<file path="config.mk">
export PLATFORM = sky130hd
export DESIGN_NAME = sllsl_top
export DESIGN_NICKNAME = d
export VERILOG_FILES = /design/src/sllsl_pkg.sv /design/src/sllsl_latch.sv /design/src/sllsl_top.sv
export SDC_FILE = /design/constraint.sdc
export NUM_CORES = 1
export LEC_CHECK = 0
export BUFFER_PORTS_ARGS = -buffer_cell sky130_fd_sc_hd__buf_2
export CORE_MARGIN = 5
export CORE_UTILIZATION = 60
export DETAILED_ROUTE_END_ITERATION = 16
export GPL_TIMING_DRIVEN = 0
export PLACE_DENSITY = 0.79
export SYNTH_ARGS = -nofsm -noshare
export SYNTH_HDL_FRONTEND = slang
export SYNTH_HIERARCHICAL = 1
export SYNTH_SLANG_ARGS = --single-unit
export TNS_END_PERCENT = 50
</file>
<file path="constraint.sdc">
create_clock -name clk_sys -period 1.5 [get_ports clk_sys]
set_input_delay 0.15 -clock clk_sys [delete_from_list [all_inputs] [get_ports clk_sys]]
set_output_delay 0.15 -clock clk_sys [all_outputs]
set_load 0.01 [all_outputs]
</file>
<file path="src/sllsl_pkg.sv">
/*
  Package for the serial LED shift-and-latch front end: widths, reset values and carried structs.
  Assumes a single system clock; serial pins arrive asynchronously and are synchronised in the top.
*/
package sllsl_pkg;
  localparam int unsigned WORD_W     = 8;
  localparam logic [7:0]  SHIFT_RST  = 8'h00;
  localparam logic [7:0]  LATCH_RST  = 8'h00;
  localparam logic [7:0]  SINK_OFF   = 8'h00;
  localparam logic [7:0]  SINK_HIZ   = 8'hFF;
  localparam logic [2:0]  SYNC_RST   = 3'h0;

  // Serial pins, sampled as one group
  typedef struct packed {
    logic ser_clk;
    logic ser_din;
    logic load_strobe;
    logic out_en_n;
  } sllsl_pins_s;

  // Driven LED sink outputs: on-level and enable, both per output
  typedef struct packed {
    logic [7:0] sink_o;
    logic [7:0] sink_oe_n;
  } sllsl_sink_s;
endpackage

</file>
<file path="src/sllsl_latch.sv">
/*
  Output latch of the LED front end: transparent while load is high, held while low.
  Assumes its inputs are already synchronised and arrive on clk_sys.
*/
`timescale 1ns/1ns
`default_nettype none
module sllsl_latch
  import sllsl_pkg::*;
(
  input  wire logic             clk_sys,      // System clock
  input  wire logic             rst_n,        // Synchronous reset
  input  wire logic             clk_en,       // Freezes state when low
  input  wire logic             load_strobe,  // Synchronised load level
  input  wire logic [WORD_W-1:0] shift_val,   // Shift register contents
  output logic      [WORD_W-1:0] word_bits    // Latched word
);
  typedef struct packed {
    logic [WORD_W-1:0] word;
  } sllsl_lstate_s;

  sllsl_lstate_s state_ff;
  sllsl_lstate_s nxt_state;

  always_comb begin
    nxt_state = state_ff;
    if (load_strobe) begin
      nxt_state.word = shift_val;
    end
  end

  always_ff @(posedge clk_sys) begin
    if (!rst_n) begin
      state_ff.word <= LATCH_RST;
    end else if (clk_en) begin
      state_ff <= nxt_state;
    end
  end

  assign word_bits = state_ff.word;

  a_latch_holds: assert property (@(posedge clk_sys) disable iff (!rst_n)
    (clk_en && !load_strobe) |=> $stable(word_bits))
    else $error("latch changed while load low");

  a_latch_follows: assert property (@(posedge clk_sys) disable iff (!rst_n)
    (clk_en && load_strobe) |=> (word_bits == $past(shift_val)))
    else $error("latch not transparent while load high");
endmodule
`default_nettype wire

</file>
<file path="src/sllsl_top.sv">
/*
  Serial front end of an eight-output LED sink driver: shift register, output latch, blanking.
  Assumes all serial pins are asynchronous to clk_sys, which must oversample the serial clock.
*/
`timescale 1ns/1ns
`default_nettype none
module sllsl_top
  import sllsl_pkg::*;
(
  input  wire logic              clk_sys,    // System clock, 100 MHz
  input  wire logic              rst_n,      // Synchronous reset, active low
  input  wire logic              clk_en,     // Freezes all state when low
  input  wire sllsl_pins_s       pins,       // Asynchronous serial pins
  output logic                   ser_dout,   // Serial data out, registered
  output logic      [WORD_W-1:0] led_sink,   // Sink level, low pulls LED on
  output logic      [WORD_W-1:0] led_sink_oe_n // Sink enable, low drives
);
  typedef struct packed {
    sllsl_pins_s       sync1;
    sllsl_pins_s       sync2;
    logic              clk_prev;
    logic [WORD_W-1:0] shift;
    logic              dout;
    sllsl_sink_s       sink;
    // Serial rises since reset, saturating; read only by the checks
    logic [3:0]        rises;
  } sllsl_state_s;

  sllsl_state_s      state_ff;
  sllsl_state_s      nxt_state;
  logic [WORD_W-1:0] word_bits;
  logic              clk_rise;
  logic [WORD_W-1:0] lit_n;

  assign clk_rise = state_ff.sync2.ser_clk && !state_ff.clk_prev;

  always_comb begin
    nxt_state          = state_ff;
    nxt_state.sync1    = pins;
    nxt_state.sync2    = state_ff.sync1;
    nxt_state.clk_prev = state_ff.sync2.ser_clk;
    // Enable is not consulted here so blanking never disturbs data
    if (clk_rise) begin
      nxt_state.shift = {state_ff.shift[WORD_W-2:0], state_ff.sync2.ser_din};
      nxt_state.dout  = state_ff.shift[WORD_W-1];
    end
    // Saturates so the count stays four bits wide
    if (clk_rise && state_ff.rises != 4'(WORD_W)) begin
      nxt_state.rises = state_ff.rises + 4'h1;
    end
    // Open drain: a one in the latch pulls the pin low
    nxt_state.sink.sink_o = lit_n;
    if (state_ff.sync2.out_en_n) begin
      nxt_state.sink.sink_oe_n = SINK_HIZ;
    end else begin
      nxt_state.sink.sink_oe_n = lit_n;
    end
  end

  always_ff @(posedge clk_sys) begin
    if (!rst_n) begin
      state_ff.sync1          <= '0;
      state_ff.sync2          <= '0;
      state_ff.clk_prev       <= 1'b0;
      state_ff.shift          <= SHIFT_RST;
      state_ff.dout           <= 1'b0;
      state_ff.sink.sink_o    <= SINK_OFF;
      state_ff.sink.sink_oe_n <= SINK_HIZ;
      state_ff.rises          <= 4'h0;
    end else if (clk_en) begin
      state_ff <= nxt_state;
    end
  end

  sllsl_latch u_latch (
    .clk_sys     (clk_sys),
    .rst_n       (rst_n),
    .clk_en      (clk_en),
    .load_strobe (state_ff.sync2.load_strobe),
    .shift_val   (state_ff.shift),
    .word_bits   (word_bits)
  );

  // One sink per output; a latch one lights it, blanking overrides
  for (genvar g = 0; g < WORD_W; g++) begin : g_out
    assign lit_n[g] = ~word_bits[g];

    a_bit_drive: assert property (@(posedge clk_sys) disable iff (!rst_n)
      (clk_en && !state_ff.sync2.out_en_n) |=> (led_sink_oe_n[g] == !$past(word_bits[g])))
      else $error("output bit does not follow its latch bit");

    a_bit_blank: assert property (@(posedge clk_sys) disable iff (!rst_n)
      (clk_en && state_ff.sync2.out_en_n) |=> led_sink_oe_n[g])
      else $error("output bit driven while blanked");
  end

  assign ser_dout      = state_ff.dout;
  assign led_sink      = state_ff.sink.sink_o;
  assign led_sink_oe_n = state_ff.sink.sink_oe_n;

  a_shift_in: assert property (@(posedge clk_sys) disable iff (!rst_n)
    (clk_en && clk_rise) |=> (state_ff.shift == {$past(state_ff.shift[6:0]), $past(state_ff.sync2.ser_din)}))
    else $error("shift register did not take serial input");

  a_dout_last: assert property (@(posedge clk_sys) disable iff (!rst_n)
    (clk_en && clk_rise) |=> (ser_dout == $past(state_ff.shift[7])))
    else $error("serial out not from last stage");

  a_dout_idle: assert property (@(posedge clk_sys) disable iff (!rst_n)
    (clk_en && !clk_rise) |=> $stable(ser_dout))
    else $error("serial out moved without clock edge");

  a_blank_hiz: assert property (@(posedge clk_sys) disable iff (!rst_n)
    (clk_en && state_ff.sync2.out_en_n) |=> (led_sink_oe_n == 8'hFF))
    else $error("outputs not blanked");

  a_sink_follow: assert property (@(posedge clk_sys) disable iff (!rst_n)
    (clk_en && !state_ff.sync2.out_en_n) |=> (led_sink_oe_n == ~$past(word_bits)))
    else $error("sink does not follow latch");

  a_reset_state: assert property (@(posedge clk_sys)
    !rst_n |=> (ser_dout == 1'b0 && led_sink_oe_n == 8'hFF && word_bits == 8'h00))
    else $error("reset state wrong");

  a_enable_free: assert property (@(posedge clk_sys) disable iff (!rst_n)
    (clk_en && clk_rise && state_ff.sync2.out_en_n) |=> (state_ff.shift[0] == $past(state_ff.sync2.ser_din)))
    else $error("shifting blocked by enable");

  // Pin sampling: two flops, no cycle skipped
  a_sync_first: assert property (@(posedge clk_sys) disable iff (!rst_n)
    clk_en |=> (state_ff.sync1 == $past(pins)))
    else $error("first sync stage missed the pins");

  a_sync_chain: assert property (@(posedge clk_sys) disable iff (!rst_n)
    clk_en |=> (state_ff.sync2 == $past(state_ff.sync1)))
    else $error("second sync stage missed the first");

  a_prev_track: assert property (@(posedge clk_sys) disable iff (!rst_n)
    clk_en |=> (state_ff.clk_prev == $past(state_ff.sync2.ser_clk)))
    else $error("edge detector lost the clock level");

  a_reset_noedge: assert property (@(posedge clk_sys) disable iff (!rst_n)
    $rose(rst_n) |-> !clk_rise)
    else $error("serial edge seen right after reset");

  // Clock enable low freezes every flop, synchronisers too
  a_frozen_state: assert property (@(posedge clk_sys) disable iff (!rst_n)
    (!clk_en) |=> ($stable(state_ff) && $stable(word_bits)))
    else $error("state moved while clock enable low");

  // Until eight rises have passed only reset zeros can leave
  a_dout_fill: assert property (@(posedge clk_sys) disable iff (!rst_n)
    (clk_en && clk_rise && state_ff.rises < 4'(WORD_W)) |=> !ser_dout)
    else $error("serial out high before eight rises");

  a_dout_on_rise: assert property (@(posedge clk_sys) disable iff (!rst_n)
    ($past(rst_n) && $changed(ser_dout)) |-> ($past(clk_rise) && $past(clk_en)))
    else $error("serial out changed without a rise");

  a_dout_enfree: assert property (@(posedge clk_sys) disable iff (!rst_n)
    (clk_en && clk_rise && state_ff.sync2.out_en_n) |=> (ser_dout == $past(state_ff.shift[7])))
    else $error("serial out blocked by enable");

  a_load_no_dout: assert property (@(posedge clk_sys) disable iff (!rst_n)
    (clk_en && state_ff.sync2.load_strobe && !clk_rise) |=> $stable(ser_dout))
    else $error("load disturbed serial out");

  a_shift_on_rise: assert property (@(posedge clk_sys) disable iff (!rst_n)
    ($past(rst_n) && !$stable(state_ff.shift)) |-> ($past(clk_rise) && $past(clk_en)))
    else $error("shift register moved without a rise");

  a_shift_idle: assert property (@(posedge clk_sys) disable iff (!rst_n)
    (clk_en && !clk_rise) |=> $stable(state_ff.shift))
    else $error("shift register moved while idle");

  a_rise_sat: assert property (@(posedge clk_sys) disable iff (!rst_n)
    state_ff.rises <= 4'(WORD_W))
    else $error("rise count past saturation");

  // Latch and sink outputs
  a_word_on_load: assert property (@(posedge clk_sys) disable iff (!rst_n)
    ($past(rst_n) && !$stable(word_bits)) |-> ($past(state_ff.sync2.load_strobe) && $past(clk_en)))
    else $error("latch changed without load");

  a_latch_enfree: assert property (@(posedge clk_sys) disable iff (!rst_n)
    (clk_en && state_ff.sync2.load_strobe && state_ff.sync2.out_en_n) |=> word_bits == $past(state_ff.shift))
    else $error("latch blocked by enable");

  a_oe_no_latch: assert property (@(posedge clk_sys) disable iff (!rst_n)
    (clk_en && !state_ff.sync2.load_strobe && $changed(state_ff.sync2.out_en_n)) |=> $stable(word_bits))
    else $error("enable change altered the latch");

  a_oe_on_enable: assert property (@(posedge clk_sys) disable iff (!rst_n)
    ($past(rst_n) && !$stable(led_sink_oe_n)) |-> $past(clk_en))
    else $error("sink enable moved while frozen");

  a_reset_regs: assert property (@(posedge clk_sys)
    !rst_n |=> (state_ff.shift == SHIFT_RST && led_sink == SINK_OFF))
    else $error("reset left shift or sink level");

  a_sink_level: assert property (@(posedge clk_sys) disable iff (!rst_n)
    clk_en |=> (led_sink == ~$past(word_bits)))
    else $error("sink level does not match latch");

  a_unlit_hiz: assert property (@(posedge clk_sys) disable iff (!rst_n)
    clk_en |=> ((led_sink_oe_n | $past(word_bits)) == 8'hFF))
    else $error("unlit output driven");

  a_drive_low: assert property (@(posedge clk_sys) disable iff (!rst_n)
    (led_sink & ~led_sink_oe_n) == 8'h00)
    else $error("driven output not pulled low");
endmodule
`default_nettype wire

</file>
==> reports/metrics.csv <==
metric,value,unit
track_usage,0.168,
die_h,64.2,µm
synthCells,176,
syn_area_per_cell,10.0,µm²
setup_viol,0,
clkTransAtPathRegs,0.12,ns
status,completed,
die_width,64.2,µm
drc_errors,0,
cp.arrival,0.96,ns
cts_tree,yes,
grt_overflow_total,0,
dieArea,0.00412,mm²
timing_worst_slew_pin_value,0.476,ns
min_path_type,input port to flop,
io_pins,24,
finalCriticalPeriod,1.11,ns
synth_cell_types,17,
rows,19,
p_sw_frac,0.231,
fin_skew,0.00626,ns
n_antenna_cell,0,
critPathSlowestCell,dfxtp_1,
fmax,903,MHz
worst_setup_path_start_kind,flop,
r2r-end,u_latch/word_bits[7],
via_per_inst,5.20,
power.density,1030,mW/mm²
grt_max_degree,15,
numPortBuffers,21,
fill_cells,227,
cts_buffer_depth,2,
timing.final.crit_share,0.738,
start_util,0.634,
syn_area,0.00176,mm²
clk_latency,0.36,ns
leakagePower,0.938,nW
post_drt_wl_per_cell,12.6,µm
endpoint,led_sink[2],
cp.required,1.35,ns
seqPwrFrac,0.565,
pwr-share-comb,0.077,
clkPwrFrac,0.358,
ys_ff_latch,42,
core-area,0.00278,mm²
finalHoldViolCount,0,
drt_iter0_drc,77,
r2r_start,state_ff[31],
synthToLayoutAreaGrowth,12.8,%
power_switching,0.000472,W
cts_root_buffer,clkbuf_4,
final_nets,211,
cts_setup_buffers,0,
fin_hold_ws,0.0399,ns
intPower,0.00157,W
gp_congestion,0.779,
antenna_found_initial,0,
drt_wl_total,2980,µm
cts_hold_buffers,0,
rr_worst_depth,4,
r2r_setup_slack,0.55,ns
crit_start,led_sink[2],
critPathTopFamily,flip-flops,
syn_nets,183,
ant_nets,0,
path_class,flop to output pin,
crit_buf_inv,2,
tns,0,ns
seq_area_frac_synth,0.477,
grt_pass1_wl,5450,µm
cp_num_cells,2,
peakVddDrop,0.994,mV
drive_above_1_share,0.327,
ctsResizeCount,0,
slowest_delay,0.34,ns
cts_buffers,5,
grt_pass1_vias,1212,
worstHoldPathCells,3,
rsz0062_at_grt,false,
htreeDepth,2,
hpwl,2170,µm
endpoint_kind,output pin,
clock-sinks,42,
path_max_fanout,2,
drv_slew,0,
slew_headroom,0.683,
vias,1227,
dr.pass1.iters,4,
path_cells,"buf_4, buf_2",
ys_warn_count,6,
maxCapViolCount,0,
-- logic make-up (layout without fill, tap and decap cells) --
kind of cell           count (synthesis)  in the layout  synth area share
and+or+nand+nor                       61             61             0.182
DFF                                   42             42             0.477
buffers and inverters                 31             60             0.131
AOI/OAI and AO/OA                     24             24             0.108
muxes                                 18             18             0.102
-- how the worst min path moves through the flow --
stage                         end    start  slack [ns]
floorplan           nxt_state[30]  pins[0]        0.32
global placement    nxt_state[30]  pins[0]        0.41
detailed placement  nxt_state[33]  pins[3]        0.42
CTS                 nxt_state[30]  pins[0]        0.03
global route        nxt_state[33]  pins[3]        0.04
finish              nxt_state[30]  pins[0]        0.04
-- synth_stat cells --
cell type / number / share of area
nor2b_1: 9 / 0.032
clkbuf_1: 2 / 0.0043
dfxtp_1: 42 / 0.48
o21ai_1: 8 / 0.023
and3b_1: 8 / 0.040
nand2_1: 26 / 0.055
and2_4: 1 / 0.0050
buf_4: 19 / 0.081
mux2i_1: 18 / 0.10
buf_2: 4 / 0.011
nand3b_1: 1 / 0.0043
o211a_1: 8 / 0.045
clkbuf_2: 1 / 0.0028
nor2_1: 8 / 0.017
o21ai_2: 8 / 0.040
buf_6: 5 / 0.032
nand4_1: 8 / 0.028
-- cell usage in the layout (no fill, tap or decap), types with 9 or more instances in the layout --
cell and instances:
nand2_1 26, nor2b_1 9, buf_2 25, buf_4 19
mux2i_1 18, dfxtp_1 42
-- through the flow --
stage	total power (W)	util	instance area, µm²	cells	setup WS [ns]
after CTS	0.00207	0.715	1990	236	0.378
after global placement	0.00133	0.686	1910	228	0.555
final	0.00204	0.715	1990	236	0.393
after floorplan	0.00130	-	1760	176	0.622
after global routing	0.00216	0.715	1990	236	0.334
after detailed placement	0.00134	0.686	1910	228	0.554
-- cell type report --
class | count | area, µm² | area share
repair buffers | 21 | 105 | 0.0528
plain buffers | 31 | 231 | 0.116
well taps | 31 | 38.8 | 0.0195
clock buffers | 5 | 37.5 | 0.0189
flip-flops and latches | 42 | 841 | 0.423
clock inverters | 3 | 45.0 | 0.0226
multi-input cells | 103 | 691 | 0.347
-- worst min-delay path, stage by stage --
cell	delay, ns
buf_2	0.07
mux2i_1	0.05
nor2b_1	0.09
-- layer usage --
metal,part of all wire,track usage
met3,0.060,0.0578
met4,0.021,0.0763
met5,0,0
met2,0.44,0.264
met1,0.47,0.207
-- power groups by stage --
stage / combinational, W / clock, W / sequential [W]
finish: 0.000157 / 0.000732 / 0.00116
global placement: 0.000154 / 0 / 0.00118
detailed placement: 0.000158 / 0 / 0.00118
global route: 0.000172 / 0.000823 / 0.00116
floorplan: 0.000121 / 0 / 0.00118
CTS: 0.000158 / 0.000754 / 0.00116
-- registers in the layout, indices dropped and copies added (netlist names) --
register,flops
state_ff,12
led_sink,8
led_sink_oe_n,8
u_latch/word_bits,8
nxt_state,5
ser_dout,1
(Power assumes the default switching activity.)
